$ cat config.mk
export PLATFORM = sky130hd
export DESIGN_NAME = interrupt_enable_priority
export DESIGN_NICKNAME = d
export VERILOG_FILES = /design/src/common/irq_pkg.sv /design/src/rtl/interrupt_enable_priority.sv /design/src/rtl/pin_sync.sv
export SDC_FILE = /design/constraint.sdc
export NUM_CORES = 1
export LEC_CHECK = 0
export BUFFER_PORTS_ARGS = -buffer_cell sky130_fd_sc_hd__buf_2
export CAP_MARGIN = 25
export CORE_UTILIZATION = 53
export DETAILED_ROUTE_END_ITERATION = 8
export PLACE_DENSITY_LB_ADDON = 0.12
export SYNTH_ARGS = -nofsm -noshare
export SYNTH_HDL_FRONTEND = slang
export SYNTH_HIERARCHICAL = 1
export SYNTH_SLANG_ARGS = --single-unit
$ cat constraint.sdc
create_clock -name mclk -period 2.2 [get_ports mclk]
set_clock_uncertainty 0.15 [all_clocks]
set_input_delay 0.44 -clock mclk [delete_from_list [all_inputs] [get_ports mclk]]
set_output_delay 0.44 -clock mclk [all_outputs]
set_load 0.005 [all_outputs]
$ cat src/common/irq_pkg.sv
package irq_pkg;
  // register addresses on the core's special-function bus
  localparam logic [7:0]  SFR_EN_LOW     = 8'hA8;
  localparam logic [7:0]  SFR_PRIO_LOW   = 8'hB8;
  localparam logic [7:0]  SFR_EN_HIGH    = 8'hE8;
  localparam logic [7:0]  SFR_PRIO_HIGH  = 8'hF8;
  localparam logic [7:0]  REG_RESET      = 8'h00;
  // writable bits; reserved bits read back zero
  localparam logic [7:0]  EN_HIGH_MASK   = 8'hFC;
  localparam logic [7:0]  PRIO_LOW_MASK  = 8'h7F;
  localparam logic [7:0]  PRIO_HIGH_MASK = 8'hFD;
  localparam int          GATE_BIT       = 7;
  // bit positions in the high enable and high priority registers
  localparam int          HB_PAD         = 7;
  localparam int          HB_USB         = 6;
  localparam int          HB_COMB        = 5;
  localparam int          HB_I2C         = 4;
  localparam int          HB_CZERO       = 3;
  localparam int          HB_CONE        = 2;
  localparam int          HB_NUM7        = 0;
  // interrupt numbers, also the fixed conflict rank
  localparam int          NUM_SRC        = 15;
  localparam int          N_EXT_ZERO     = 0;
  localparam int          N_T0           = 1;
  localparam int          N_EXT_ONE      = 2;
  localparam int          N_T1           = 3;
  localparam int          N_DBG          = 4;
  localparam int          N_T2           = 5;
  localparam int          N_WIRED        = 6;
  localparam int          N_RSV7         = 7;
  localparam int          N_RSV8         = 8;
  localparam int          N_CONE         = 9;
  localparam int          N_CZERO        = 10;
  localparam int          N_I2C          = 11;
  localparam int          N_COMB         = 12;
  localparam int          N_USB          = 13;
  localparam int          N_PAD          = 14;
  // vector address = base + number * 8
  localparam logic [15:0] VEC_BASE       = 16'h0003;
  localparam int          VEC_SHIFT      = 3;
  // synchronised pins: ext zero, ext one, pads a..d
  localparam int          SYNC_W         = 6;
  localparam int          PADS           = 4;
endpackage

$ cat src/rtl/interrupt_enable_priority.sv
// Functional notes
// (RULE1) each source has its own enable bit
// (RULE2) low enable bit 7 gates all interrupts
// (RULE3) low enable bits 6..4: wired, timer3, debug
// (RULE4) low enable bits 3..0: second_timer, pin1, first timer, pin0
// (RULE5) pin one polarity invertible, enable bit 2
// (RULE6) high enable bit 7: pad interrupt, per-pad gating
// (RULE7) high bit 6 usb, bit 5 combined fifo/serial
// (RULE8) high bits 4..2: i2c, contactless zero, one
// (RULE9) software writes zero to high bits 1..0
// (RULE10) each source high or low priority
// (RULE11) high priority request served first
// (RULE12) same level: better fixed rank wins
// (RULE13) rank follows number, zero highest
// (RULE14) vector is 0003h plus number times eight
// (RULE15) high request preempts low handler
// (RULE16) one instruction runs after return first
// (RULE17) low priority bit 7 reserved, 6..4 sources
// (RULE18) low priority bits 3..0 sources
// (RULE19) high priority bits 7..2 sources
// (RULE20) needs enable and gate, no equal preempt
// (RULE21) all registers reset to zero
`timescale 1ns/1ps
module interrupt_enable_priority
  import irq_pkg::*;
(
  input  wire logic        mclk,
  input  wire logic        rstn,
  input  wire logic [7:0]  sfrAddr,
  input  wire logic        sfrWrEn,
  input  wire logic [7:0]  sfrWrData,
  input  wire logic        sfrRdEn,
  output logic      [7:0]  sfrRdData_r,
  input  wire logic        extPinIrqZero,
  input  wire logic        extPinIrqOne,
  input  wire logic        extOneInvert,
  input  wire logic        firstTimerIrq,
  input  wire logic        secondTimerIrq,
  input  wire logic        thirdTimerIrq,
  input  wire logic        debugSerialIrq,
  input  wire logic        wiredSecureIrq,
  input  wire logic        contactlessReqZero,
  input  wire logic        contactlessReqOne,
  input  wire logic        i2cIrq,
  input  wire logic        fifoIrq,
  input  wire logic        spiIrq,
  input  wire logic        fastSerialIrq,
  input  wire logic        usbIrq,
  input  wire logic [3:0]  padIrqPins,
  input  wire logic [3:0]  padEnable,
  input  wire logic [3:0]  padLevel,
  input  wire logic        irqAck,
  input  wire logic        returnFromIrq,
  input  wire logic        instrDone,
  output logic             irqReq_r,
  output logic             irqHigh_r,
  output logic      [3:0]  irqNumber_r,
  output logic      [15:0] irqVector_r
);

  logic [7:0]         enLow_r;
  logic [7:0]         enHigh_r;
  logic [7:0]         prioLow_r;
  logic [7:0]         prioHigh_r;
  logic               hiActive_r;
  logic               loActive_r;
  logic               holdOff_r;
  logic [SYNC_W-1:0]  pinRaw;
  logic [SYNC_W-1:0]  pinSyncd;
  logic               extOneLevel;
  logic               padHit;
  logic [NUM_SRC-1:0] srcVec;
  logic [NUM_SRC-1:0] enVec;
  logic [NUM_SRC-1:0] prioVec;
  logic [NUM_SRC-1:0] cand;
  logic [4:0]         hiPick;
  logic [4:0]         loPick;
  logic               hiFound;
  logic               loFound;
  logic               takeHigh;
  logic               takeLow;
  logic               blockReq;
  logic               irqReq_nxt;
  logic [3:0]         irqNumber_nxt;
  logic [7:0]         rdMux;

  // lowest set index wins
  function automatic logic [4:0] pickFirst(input logic [NUM_SRC-1:0] v);
    logic [4:0] r;
    r = '0;
    for (int i = NUM_SRC - 1; i >= 0; i--) begin
      if (v[i]) begin
        r = {1'b1, 4'(i)};
      end
    end
    return r;
  endfunction

  function automatic logic [15:0] vecOf(input logic [3:0] n);
    return 16'(VEC_BASE + (16'(n) << VEC_SHIFT));
  endfunction

  // only true pins are synchronised; peripherals share mclk
  assign pinRaw = {padIrqPins, extPinIrqOne, extPinIrqZero};

  pin_sync #(
    .W      (SYNC_W)
  ) u_pin_sync (
    .mclk   (mclk),
    .rstn   (rstn),
    .pinIn  (pinRaw),
    .pinOut (pinSyncd)
  );

  assign extOneLevel = pinSyncd[1] ^ extOneInvert;  // see RULE5
  // pad contributes when enabled and at its selected level
  assign padHit = |(padEnable & ~(pinSyncd[5:2] ^ padLevel));  // see RULE6

  always_comb begin
    srcVec = '0;
    srcVec[N_EXT_ZERO] = pinSyncd[0];
    srcVec[N_T0]       = firstTimerIrq;
    srcVec[N_EXT_ONE]  = extOneLevel;
    srcVec[N_T1]       = secondTimerIrq;
    srcVec[N_DBG]      = debugSerialIrq;
    srcVec[N_T2]       = thirdTimerIrq;
    srcVec[N_WIRED]    = wiredSecureIrq;
    srcVec[N_CONE]     = contactlessReqOne;
    srcVec[N_CZERO]    = contactlessReqZero;
    srcVec[N_I2C]      = i2cIrq;
    srcVec[N_COMB]     = fifoIrq | spiIrq | fastSerialIrq;  // see RULE7
    srcVec[N_USB]      = usbIrq;
    srcVec[N_PAD]      = padHit;
  end

  // numbers 7 and 8 have no enable, so never request
  always_comb begin
    enVec = '0;
    enVec[N_WIRED:N_EXT_ZERO] = enLow_r[6:0];  // see RULE1, see RULE3, see RULE4
    enVec[N_CONE]  = enHigh_r[HB_CONE];        // see RULE8
    enVec[N_CZERO] = enHigh_r[HB_CZERO];       // see RULE8
    enVec[N_I2C]   = enHigh_r[HB_I2C];         // see RULE8
    enVec[N_COMB]  = enHigh_r[HB_COMB];        // see RULE7
    enVec[N_USB]   = enHigh_r[HB_USB];         // see RULE7
    enVec[N_PAD]   = enHigh_r[HB_PAD];         // see RULE6
  end

  always_comb begin
    prioVec = '0;
    prioVec[N_WIRED:N_EXT_ZERO] = prioLow_r[6:0];  // see RULE10, see RULE17, see RULE18
    prioVec[N_RSV7]  = prioHigh_r[HB_NUM7];
    prioVec[N_CONE]  = prioHigh_r[HB_CONE];        // see RULE19
    prioVec[N_CZERO] = prioHigh_r[HB_CZERO];       // see RULE19
    prioVec[N_I2C]   = prioHigh_r[HB_I2C];         // see RULE19
    prioVec[N_COMB]  = prioHigh_r[HB_COMB];        // see RULE19
    prioVec[N_USB]   = prioHigh_r[HB_USB];         // see RULE19
    prioVec[N_PAD]   = prioHigh_r[HB_PAD];         // see RULE19
  end

  // enable registers; reserved bits never store
  always_ff @(posedge mclk) begin
    if (!rstn) begin
      enLow_r  <= REG_RESET;  // see RULE21
      enHigh_r <= REG_RESET;  // see RULE21
    end else if (sfrWrEn) begin
      if (sfrAddr == SFR_EN_LOW) begin
        enLow_r <= sfrWrData;
      end
      if (sfrAddr == SFR_EN_HIGH) begin
        enHigh_r <= sfrWrData & EN_HIGH_MASK;  // see RULE9
      end
    end
  end

  always_ff @(posedge mclk) begin
    if (!rstn) begin
      prioLow_r  <= REG_RESET;  // see RULE21
      prioHigh_r <= REG_RESET;  // see RULE21
    end else if (sfrWrEn) begin
      if (sfrAddr == SFR_PRIO_LOW) begin
        prioLow_r <= sfrWrData & PRIO_LOW_MASK;  // see RULE17
      end
      if (sfrAddr == SFR_PRIO_HIGH) begin
        prioHigh_r <= sfrWrData & PRIO_HIGH_MASK;
      end
    end
  end

  always_comb begin
    case (sfrAddr)
      SFR_EN_LOW:    rdMux = enLow_r;
      SFR_EN_HIGH:   rdMux = enHigh_r;
      SFR_PRIO_LOW:  rdMux = prioLow_r;
      SFR_PRIO_HIGH: rdMux = prioHigh_r;
      default:       rdMux = 8'h00;
    endcase
  end

  // read data one cycle after the strobe, held until the next read
  always_ff @(posedge mclk) begin
    if (!rstn) begin
      sfrRdData_r <= REG_RESET;
    end else if (sfrRdEn) begin
      sfrRdData_r <= rdMux;
    end
  end

  assign cand    = srcVec & enVec & {NUM_SRC{enLow_r[GATE_BIT]}};  // see RULE2, see RULE20
  assign hiPick  = pickFirst(cand & prioVec);   // see RULE12, see RULE13
  assign loPick  = pickFirst(cand & ~prioVec);  // see RULE12, see RULE13
  assign hiFound = hiPick[4];
  assign loFound = loPick[4];

  // a running high handler blocks all; a low one only admits high
  assign takeHigh = hiFound && !hiActive_r;                              // see RULE11, see RULE15
  assign takeLow  = loFound && !hiFound && !hiActive_r && !loActive_r;  // see RULE20
  // request drops on ack so the core never sees a stale grant
  assign blockReq = holdOff_r || irqAck || returnFromIrq;  // see RULE16

  assign irqReq_nxt    = (takeHigh || takeLow) && !blockReq;
  assign irqNumber_nxt = takeHigh ? hiPick[3:0] : loPick[3:0];

  always_ff @(posedge mclk) begin
    if (!rstn) begin
      irqReq_r    <= 1'b0;
      irqHigh_r   <= 1'b0;
      irqNumber_r <= 4'h0;
      irqVector_r <= 16'h0000;
    end else begin
      irqReq_r    <= irqReq_nxt;
      irqHigh_r   <= takeHigh;
      irqNumber_r <= irqNumber_nxt;
      irqVector_r <= vecOf(irqNumber_nxt);  // see RULE14
    end
  end

  // in-service levels: return clears the highest, ack sets and wins
  always_ff @(posedge mclk) begin
    if (!rstn) begin
      hiActive_r <= 1'b0;
      loActive_r <= 1'b0;
    end else begin
      if (irqAck && irqReq_r && irqHigh_r) begin
        hiActive_r <= 1'b1;  // see RULE15
      end else if (returnFromIrq && hiActive_r) begin
        hiActive_r <= 1'b0;
      end
      if (irqAck && irqReq_r && !irqHigh_r) begin
        loActive_r <= 1'b1;
      end else if (returnFromIrq && !hiActive_r) begin
        loActive_r <= 1'b0;
      end
    end
  end

  // hold off until the instruction after the return completes
  always_ff @(posedge mclk) begin
    if (!rstn) begin
      holdOff_r <= 1'b0;
    end else if (returnFromIrq) begin
      holdOff_r <= 1'b1;  // see RULE16
    end else if (instrDone) begin
      holdOff_r <= 1'b0;
    end
  end
endmodule // interrupt_enable_priority

$ cat src/rtl/pin_sync.sv
`timescale 1ns/1ps
module pin_sync
  import irq_pkg::*;
#(
  parameter int W = SYNC_W
) (
  input  wire logic         mclk,
  input  wire logic         rstn,
  input  wire logic [W-1:0] pinIn,
  output logic      [W-1:0] pinOut
);
  logic [W-1:0] s1_r;
  logic [W-1:0] s2_r;
  logic [W-1:0] s3_r;
  logic [W-1:0] out_r;

  always_ff @(posedge mclk) begin
    if (!rstn) begin
      s1_r <= '0;
      s2_r <= '0;
      s3_r <= '0;
    end else begin
      s1_r <= pinIn;
      s2_r <= s1_r;
      s3_r <= s2_r;
    end
  end

  // a change counts only once stages two and three agree
  always_ff @(posedge mclk) begin
    if (!rstn) begin
      out_r <= '0;
    end else begin
      for (int i = 0; i < W; i++) begin
        if (s2_r[i] == s3_r[i]) begin
          out_r[i] <= s3_r[i];
        end
      end
    end
  end

  assign pinOut = out_r;
endmodule // pin_sync

=== Word-level counts from Yosys, hierarchy flattened ===
Index checks and enable logic that the tools add are counted.

* Bits in registers: 85
* Input bits: 50
* Output and inout port bits: 30
* Word-level logic and storage cells: 107

* Add/subtract/negate cells: 1
* Eq/ne operators: 10
* Mux-type cells: 38
* Bitwise gates (word level): 11
* Reduce and logical (&&, ||, !) cells: 26

{| class="wikitable"
|+ Operators by type and width
! operator !! count
|-
| $mux 5 || 30
|-
| $and 15x15->15 || 4
|-
| $eq 8x8->1 const B || 4
|-
| $pmux 8 s4 || 1
|-
| $not 15->15 || 1
|-
| $logic_and 1x1->1 || 10
|-
| $add 2x7->8 const A || 1
|-
| $reduce_and 2->1 || 4
|-
| $eq 1x1->1 || 6
|-
| $mux 1 || 6
|-
| $reduce_bool 2->1 || 3
|-
| $logic_not 1->1 || 5
|-
| $and 4x4->4 || 1
|-
| $mux 4 || 1
|-
| $not 4->4 || 1
|-
| $reduce_or 4->1 || 1
|-
| $xor 4x4->4 || 1
|-
| $logic_or 1x1->1 || 3
|-
| $or 1x1->1 || 2
|-
| $xor 1x1->1 || 1
|}

=== Depth between registers and ports, before layout ===
Gate-level depths: netlist of the first run.

* Word-level depth: 28
* Depth in mapped cells: 8
* Mapped depth without buffers: 6

=== Cells and area by module ===
The synthesis of the first run kept the hierarchy.

{| class="wikitable"
|+ By module, submodules not included
! module !! instances !! cells each !! area an instance (µm²) !! seq. area each (µm²)
|-
| interrupt_enable_priority || 1 || 292 || 2,596.2 || 920.9
|-
| pin_sync || 1 || 62 || 710.7 || 480.5
|}

=== Worst setup path before layout of the first run ===
OpenSTA, ideal clock, no wires.

* Path kind: input to register
* Start point: input debugSerialIrq
* End point: register irqNumber_r[0]
* Setup time: 58 ps
* Arrival time: 1,866 ps
* Required time: 1,992 ps
* Path slack: 126 ps
* Stages: 6
* Buffers on the path: 0
* Cell sequence: and4_4 nor3_2 nand4_1 or4_4 nor4_2 a31o_1

* Cells in the longest elaborated chain, start to end: 10
* Elaborated cells between the ends (all ways): 16
* Those cells by class: mux: 11; bitwise: 4; reduce/logical: 1

{| class="wikitable"
|+ Ends and longest elaborated chain
! element !! line !! source
|-
| start, declared || interrupt_enable_priority.sv:40 || <nowiki>input wire logic debugSerialIrq,</nowiki>
|-
| $and 15x15->15 (*) (2 in a row) || interrupt_enable_priority.sv:208 || <nowiki>assign cand = srcVec & enVec & {NUM_SRC{enLow_r[GATE_BIT]}};</nowiki>
|-
| $and 15x15->15 || interrupt_enable_priority.sv:209 || <nowiki>assign hiPick = pickFirst(cand & prioVec);</nowiki>
|-
| $mux 5 (5 in a row) || interrupt_enable_priority.sv:92 || <nowiki>if (v[i]) begin</nowiki>
|-
| $logic_and 1x1->1 || interrupt_enable_priority.sv:215 || <nowiki>assign takeHigh = hiFound && !hiActive_r;</nowiki>
|-
| $mux 4 (*) || interrupt_enable_priority.sv:221 || <nowiki>assign irqNumber_nxt = takeHigh ? hiPick[3:0] : loPick[3:0];</nowiki>
|-
| end signal, assigned || interrupt_enable_priority.sv:232 || <nowiki>irqNumber_r <= irqNumber_nxt;</nowiki>
|-
| end, declared || interrupt_enable_priority.sv:57 || <nowiki>output logic [3:0] irqNumber_r,</nowiki>
|}

Every way passes the cells marked *; elsewhere a longest branch is shown, timed or not.
A chain may end at the register's enable or synchronous reset.

=== Worst setup path after layout of the first run ===
* Start point: register enLow_r[7]
* End point: register irqNumber_r[2]

* Cells in the longest elaborated chain, start to end: 19
* Elaborated cells between the ends (all ways): 35
* Those cells by class: mux: 31; bitwise: 3; reduce/logical: 1

{| class="wikitable"
|+ Ends and longest elaborated chain
! element !! line !! source
|-
| start, declared || interrupt_enable_priority.sv:61 || <nowiki>logic [7:0] enLow_r;</nowiki>
|-
| start signal, assigned || interrupt_enable_priority.sv:167 || <nowiki>enLow_r <= sfrWrData;</nowiki>
|-
| $and 15x15->15 (*) || interrupt_enable_priority.sv:208 ||
|-
| $and 15x15->15 || interrupt_enable_priority.sv:209 ||
|-
| $mux 5 (15 in a row) || interrupt_enable_priority.sv:92 ||
|-
| $logic_and 1x1->1 || interrupt_enable_priority.sv:215 ||
|-
| $mux 4 (*) || interrupt_enable_priority.sv:221 ||
|}

Marked as above.

==> parameters.txt, run 1 <==
Parameter                              Value

Die
  Placeable core region    0.00596 sq mm
  Vert. Die Dim    81.0 um
  Floorplan die width    81.0 um
  Full die area    0.00656 sq mm
  Boundary pin count    80
  Number of placement rows    28
  Initial core utilization    between 50 and 60%

Setup path
  Cell-by-cell listing of the critical path    buf_12 -> and4_4 -> nor3_2 -> nand4_1 -> buf_4 -> nor4_2 -> buf_4 -> nor3_1 -> a22o_1
  Largest delay contributor family on the critical path    simple AND/OR/NAND/NOR gates
  Endpoint class of the critical path    flop
  Startpoint class of the critical path    flop
  Slowest stage cell on the critical path    sky130_fd_sc_hd__dfxtp_2
  Flop2flop setup slack    0.1 ns
  Type of the worst setup path    reg2reg
  Most used cell along the critical path    sky130_fd_sc_hd__buf_4
  CP Buf/Inv Count    3
  CP Data Required Time    2.28 ns
  Crit path arrival time    2.18 ns
  Maximum fanout along the worst path    21
  Worst stage delay on the critical path    0.34 ns

Finish
  Area taken by multi-input logic gates    roughly 0.0018 sq mm
  Ant. Diodes    0
  Storage element area    0.00140 sq mm
  Fraction of final layout cells sized beyond drive strength 1    about 29%
  Number of nets in the finished design    between 400 and 500
  Post-route design area    0.00405 sq mm
  Fill cells    485
  Synth-to-Final Area Change    22.6%

Logic synthesis
  Most frequently used flop master after synthesis    sky130_fd_sc_hd__dfxtp_1
  Largest family of logic cells by synthesized area    simple AND/OR/NAND/NOR gates
  Share of the synthesized area in compound gates (AO/OA/AOI/OAI)    about an eighth
  Post-synthesis share of cell area spent on full adders, half adders and majority gates    0%
  Async set-or-reset flop fraction in the synthesized netlist    0%
  Area share of and/or/nand/nor cells after synthesis    between 20% and 30%
  Largest area contributor in the netlist    sky130_fd_sc_hd__dfxtp_1
  Post-synthesis sequential area ratio    42.4%
  Proportion of synthesized area in mux cells    about an eighth
  Most frequent cells after synthesis    sky130_fd_sc_hd__dfxtp_1, sky130_fd_sc_hd__nor2_1, sky130_fd_sc_hd__mux2i_1
  Dominant cell by count in the synthesized netlist    sky130_fd_sc_hd__dfxtp_1
  Number of standard cells after synthesis    around 350
  Area share of the largest cell type after synthesis    42.4%
  Count of synthesis-stage warnings from yosys    6
  Mean area per synthesized cell    9.34 sq um
  Mapped Area    0.00331 sq mm
  Unique cell type count in the Yosys netlist    52
  Seq cells post-synth    70
  Top cells by area, synth    sky130_fd_sc_hd__dfxtp_1, sky130_fd_sc_hd__mux2i_1, sky130_fd_sc_hd__nor2_1
  Post-synth EDFFs    0
  Xor/xnor cell area share of the yosys netlist    about 1.6%

Timing
  Number of hold violations in the final report    0
  Post-Route Hold Slack    around 0.14 ns
  Count of pins over their slew limit    0
  RSZ-0062 raised after global routing    false
  Max frequency    476 MHz
  Setup-failing EPs final    0
  Post-Route Setup TNS    0 ns
  Ratio of final minimum period to clock period    95.5%
  Final min period    2.10 ns
  Final setup slack of the worst path    0.0993 ns

Run status
  Status    finished clean

Global route
  Number of antenna violations at the first check in global routing    0
  All-Layer GR Usage    23.8%
  First-pass GRT wire length    11600 um
  Via count of the first global-routing pass    2547
  Remaining global-route overflow    0
  Largest net degree at the start of global routing    28

Routing
  Count of vias placed by the detailed router    2854
  First-pass iteration count of the detailed router    4
  Antenna-violating nets left    0
  Post-detailed-route wirelength per cell    approximately 14 um
  Avg Vias per Cell    roughly 5.5
  Total wire length    7460 um
  Number of DRC markers in iteration 0    133
  Number of remaining DRC errors    0

Power
  Overall power of the completed layout    2600 uW
  Power per Cell Area    641 mW/mm^2
  Pleak    between 0.0015 and 0.002 uW
  Largest voltage drop on the vdd net    0.412 mV

Placed design
  Placed standard-cell area    approximately 0.0038 sq mm
  Setup Slack @ Placement    -0.0805 ns
  Final estimated routing congestion in global placement    0.948
  Half-perimeter wire length of the detailed placement result    approximately 5500 um
  Port Buffer Count    roughly 70

Hold path
  Tightest Hold Check Type    in2reg

CTS
  Clock slew at the register clock pins of the worst setup and hold paths    0.08 ns
  CTS Hold Bufs    0
  Clock buffer depth    2
  CTS tree    yes
  CTS root buffer    sky130_fd_sc_hd__clkbuf_8
  Insertion delay of the later-clocked pin in the worst-skew pair    ~0.35 ns
  TritonCTS sink count    70
  Inserted Clock Buffers    9
  Number of levels in the clock H-tree    3

Job
  Total of max-cap violations    0
## state kept, by name, summed over array words and instances (netlist names)
register and count:
enHigh_r 6, enLow_r 8, hiActive_r 1, holdOff_r 1
irqHigh_r 1, irqNumber_r 4, irqReq_r 1, irqVector_r 1
loActive_r 1, prioHigh_r 7, prioLow_r 7, sfrRdData_r 8
u_pin_sync/pinOut 6, u_pin_sync/s1_r 6, u_pin_sync/s2_r 6, u_pin_sync/s3_r 6
## cells in the final DEF, fill, tap and decap left out, types with 2 or more instances in the layout
cell and instances:
sky130_fd_sc_hd__a211oi_1 3, sky130_fd_sc_hd__inv_1 4, sky130_fd_sc_hd__bufinv_16 2, sky130_fd_sc_hd__a22oi_1 2
sky130_fd_sc_hd__buf_12 2, sky130_fd_sc_hd__and4_4 3, sky130_fd_sc_hd__mux2i_1 30, sky130_fd_sc_hd__o21a_1 2
sky130_fd_sc_hd__o21ai_0 16, sky130_fd_sc_hd__a21boi_2 2, sky130_fd_sc_hd__clkinv_4 2, sky130_fd_sc_hd__a21boi_0 6
sky130_fd_sc_hd__nand3_1 16, sky130_fd_sc_hd__mux4_2 5, sky130_fd_sc_hd__nand4b_1 7, sky130_fd_sc_hd__nand4_1 11
sky130_fd_sc_hd__nor2_1 33, sky130_fd_sc_hd__o211ai_1 2, sky130_fd_sc_hd__clkbuf_8 10, sky130_fd_sc_hd__o21bai_1 2
sky130_fd_sc_hd__a21oi_1 17, sky130_fd_sc_hd__xnor2_1 5, sky130_fd_sc_hd__conb_1 10, sky130_fd_sc_hd__nor2b_1 7
sky130_fd_sc_hd__nand2_1 14, sky130_fd_sc_hd__a22o_1 2, sky130_fd_sc_hd__and2_1 19, sky130_fd_sc_hd__buf_4 22
sky130_fd_sc_hd__buf_2 69, sky130_fd_sc_hd__dfxtp_1 69, sky130_fd_sc_hd__nor3_1 8, sky130_fd_sc_hd__and4b_1 6
sky130_fd_sc_hd__nand2b_1 11
## layout make-up
type	count	area share (%)
multi-input cells	258	43.3
flip-flops and latches	70	34.6
repair buffers	93	13.6
clock buffers	10	3.40
clock inverters	6	2.31
well taps	75	2.31
inverters	5	0.463
## power breakdown
group	switching (uW)	internal (uW)
logic	70.0	63.8
registers	6.01	1280
clock network	500	676
## timing repair
action	4_1_cts	5_1_grt
gates resized for setup	0	4
buffers inserted	0	1
hold endpoints to repair	0	0
setup endpoints to repair	0	3
## stage by stage
stage	instances	utilization, %
global route	517	68.1
finish	517	68.1
CTS	516	67.6
detailed placement	500	63.7
global placement	500	63.7
floorplan	363	-
## worst paths after layout
path                                      start                            end  cells after the start
hold reg to reg   u_pin_sync/s1_r[2]$_SDFF_PN0_  u_pin_sync/s2_r[2]$_SDFF_PN0_                      1
setup reg to reg        enLow_r[7]$_SDFFE_PN0P_      irqNumber_r[2]$_SDFF_PN0_                      9
hold / removal                    padIrqPins[2]  u_pin_sync/s1_r[4]$_SDFF_PN0_                      2
setup / recovery        enLow_r[7]$_SDFFE_PN0P_      irqNumber_r[2]$_SDFF_PN0_                      9
## worst register-to-register path, delay by kind of cell, from the launching register on
kind	cells	cell delay [ns]
and+or+nand+nor	5	0.81
AOI/OAI and AO/OA	1	0.21
buffers and inverters	3	0.48
DFF	1	0.34
## cells by family (layout without fill, tap and decap cells)
family	count (synthesis)	count (layout)
buffers and inverters	35	114
and+or+nand+nor	144	144
xor gates and xnor gates	6	6
other	1	10
AOI/OAI and AO/OA	63	63
muxes	35	35
DFF	70	70
## layer usage
metal	global-route usage, %	routed length [um]	vias up
met1	31.0	3540	1332
met3	5.17	365	10
met2	38.2	3460	93
met4	9.64	98	0
met5	0	0	-
li1	-	-	1419
Note: power is estimated with default switching activity, not from simulation.
==> run 2: changes to the inputs <==
clock period = 2.34 ns   (was 2.2 ns; I/O delays follow)
==> run 2 against run 1 <==
Net effect:
- clock-buffer cell count decreased by 1
- fmax is 3.4% lower
- critical path depth fell by 3
- sequential power shrank 6%
- routed wire length shrank 5.8%
- flip-flop and latch count unchanged
- total power down 7.6%
- non-clock buffer count shrank 10
- worst setup slack gained 0.067 ns
- largest cell class unchanged
- largest power group unchanged
==> parameters.txt, run 2 (synthesis results as in run 1) <==
Parameter                              Value

Setup path
  Endpoint class of the critical path    flop (unchanged)
  Startpoint class of the critical path    flop (unchanged)
  Type of the worst setup path    reg2reg (unchanged)
  Maximum fanout along the worst path    16 (was 21)
  Worst stage delay on the critical path    0.59 ns (was 0.34 ns)
  Slowest stage cell on the critical path    sky130_fd_sc_hd__or4_4 (was sky130_fd_sc_hd__dfxtp_2)
  CP Data Required Time    2.47 ns (was 2.28 ns)
  Cell-by-cell listing of the critical path    and4_1 -> nor3_2 -> nand4_1 -> or4_4 -> nor4_2 -> a31o_1 (was buf_12 -> and4_4 -> nor3_2 -> nand4_1 -> buf_4 -> nor4_2 -> buf_4 -> nor3_1 -> a22o_1)
  Crit path arrival time    2.31 ns (was 2.18 ns)

Hold path
  Tightest Hold Check Type    in2reg (unchanged)

Placed design
  Final estimated routing congestion in global placement    0.914 (was 0.948)
  Port Buffer Count    69 (unchanged)
  Half-perimeter wire length of the detailed placement result    5320 um (was 5530 um)
  Setup Slack @ Placement    -0.0142 ns (was -0.0805 ns)
  Placed standard-cell area    0.00370 sq mm (was 0.00380 sq mm)

Timing
  Count of pins over their slew limit    0 (unchanged)
  Ratio of final minimum period to clock period    92.9% (was 95.5%)
  RSZ-0062 raised after global routing    false (unchanged)
  Tightest Pin Transition    0.494 ns
  Max-slew headroom at the worst pin    66.8%
  Final setup slack of the worst path    0.166 ns (was 0.0993 ns)
  Final min period    2.17 ns (was 2.10 ns)
  Setup-failing EPs final    0 (unchanged)
  Max frequency    460 MHz (was 476 MHz)
  Post-Route Hold Slack    0.177 ns (was 0.143 ns)
  Post-Route Setup TNS    0 ns (unchanged)
  Number of hold violations in the final report    0 (unchanged)

Finish
  Post-route design area    0.00393 sq mm (was 0.00405 sq mm)
  Commonest cells after routing, fill and taps aside    sky130_fd_sc_hd__dfxtp_1, sky130_fd_sc_hd__buf_2, sky130_fd_sc_hd__nor2_1 (unchanged)
  Regs by FF count    enLow_r x8, sfrRdData_r x8 (unchanged)
  Fraction of final layout cells sized beyond drive strength 1    26.4% (was 28.5%)
  Number of nets in the finished design    477 (was 487)
  Synth-to-Final Area Change    18.7% (was 22.6%)
  Ant. Diodes    0 (unchanged)

Global route
  Largest net degree at the start of global routing    38 (was 28)
  First-pass GRT wire length    11300 um (was 11600 um)
  Number of antenna violations at the first check in global routing    0 (unchanged)
  Via count of the first global-routing pass    2403 (was 2547)
  All-Layer GR Usage    23.2% (was 23.8%)
  Remaining global-route overflow    0 (unchanged)

Routing
  Antenna-violating nets left    0 (unchanged)
  Number of DRC markers in iteration 0    127 (was 133)
  Avg Vias per Cell    5.44 (was 5.52)
  Total wire length    7030 um (was 7460 um)
  First-pass iteration count of the detailed router    4 (unchanged)
  Post-detailed-route wirelength per cell    13.9 um (was 14.4 um)
  Count of vias placed by the detailed router    2756 (was 2854)
  Number of remaining DRC errors    0 (unchanged)

Die
  Number of placement rows    28 (unchanged)
  Initial core utilization    55.5% (unchanged)
  Placeable core region    0.00596 sq mm (unchanged)
  Full die area    0.00656 sq mm (unchanged)
  Vert. Die Dim    81.0 um (unchanged)
  Floorplan die width    81.0 um (unchanged)
  Boundary pin count    80 (unchanged)

CTS
  CTS root buffer    sky130_fd_sc_hd__clkbuf_8 (unchanged)
  CTS tree    yes (unchanged)
  Clock slew at the register clock pins of the worst setup and hold paths    0.08 ns (about the same)
  Clock buffer depth    2 (unchanged)
  Setup Fix Bufs, Post-CTS    0 (unchanged)
  Post-cts resize count    0 (unchanged)
  CTS Hold Bufs    0 (unchanged)
  Number of levels in the clock H-tree    3 (unchanged)
  Inserted Clock Buffers    9 (unchanged)
  Insertion delay of the later-clocked pin in the worst-skew pair    0.34 ns (was 0.35 ns)
  TritonCTS sink count    70 (unchanged)

Power
  Largest voltage drop on the vdd net    0.462 mV (was 0.412 mV)
  Power per Cell Area    611 mW/mm^2 (was 641 mW/mm^2)
  Pleak    0.00180 uW (was 0.00187 uW)

Job
  Total of max-cap violations    0 (unchanged)

Run status
  Status    finished clean (unchanged)
==> run 2: layer usage <==
metal  up-vias  routed length (um)  GRT usage, %
met5         -                   0             0
met4         0                  90          9.46
met3         7                 388          6.07
met2        86                3230          35.4
met1      1262                3320          31.0
li1       1401                   -             -
==> run 2: stage by stage <==
step / power (uW) / instances / utilization [%]
6_report: 2400 / 507 / 65.9
5_1_grt: 2500 / 507 / 65.9
4_1_cts: 2430 / 507 / 65.9
3_5_place_dp: 1360 / 491 / 62.2
3_3_place_gp: 1360 / 491 / 62.2
2_1_floorplan: 1310 / 363 / -
==> run 2: final timing paths <==
kind / start / endpoint / slack [ns] / cells after the start
worst max-delay path: enLow_r[7]$_SDFFE_PN0P_ / irqNumber_r[0]$_SDFF_PN0_ / 0.17 / 6
worst min register to register: u_pin_sync/s1_r[3]$_SDFF_PN0_ / u_pin_sync/s2_r[3]$_SDFF_PN0_ / 0.28 / 1
worst max register to register: enLow_r[7]$_SDFFE_PN0P_ / irqNumber_r[0]$_SDFF_PN0_ / 0.17 / 6
worst min-delay path: padIrqPins[1] / u_pin_sync/s1_r[3]$_SDFF_PN0_ / 0.18 / 2
==> run 2: critical path: cells and delay by family (launching register included) <==
family | cells | cell delay, ns
DFF | 1 | 0.41
AOI/OAI and AO/OA | 1 | 0.13
and+or+nand+nor | 5 | 1.44
==> run 2: cell type report <==
cell class                 count  area (sq um)
clock buffer                   9           124
clock inverter                 7          97.6
fill                         503          2030
inverter                       5          18.8
multi-input combinational    258          1740
sequential                    70          1400
tap                           75          93.8
timing repair buffer          83           450
==> run 2: report_power, final <==
part | internal, uW | switching, uW | total [uW]
Sequential | 1210 | 5.68 | 1210
Clock | 603 | 464 | 1070
Combinational | 57.6 | 64.3 | 122
Total | 1870 | 534 | 2400
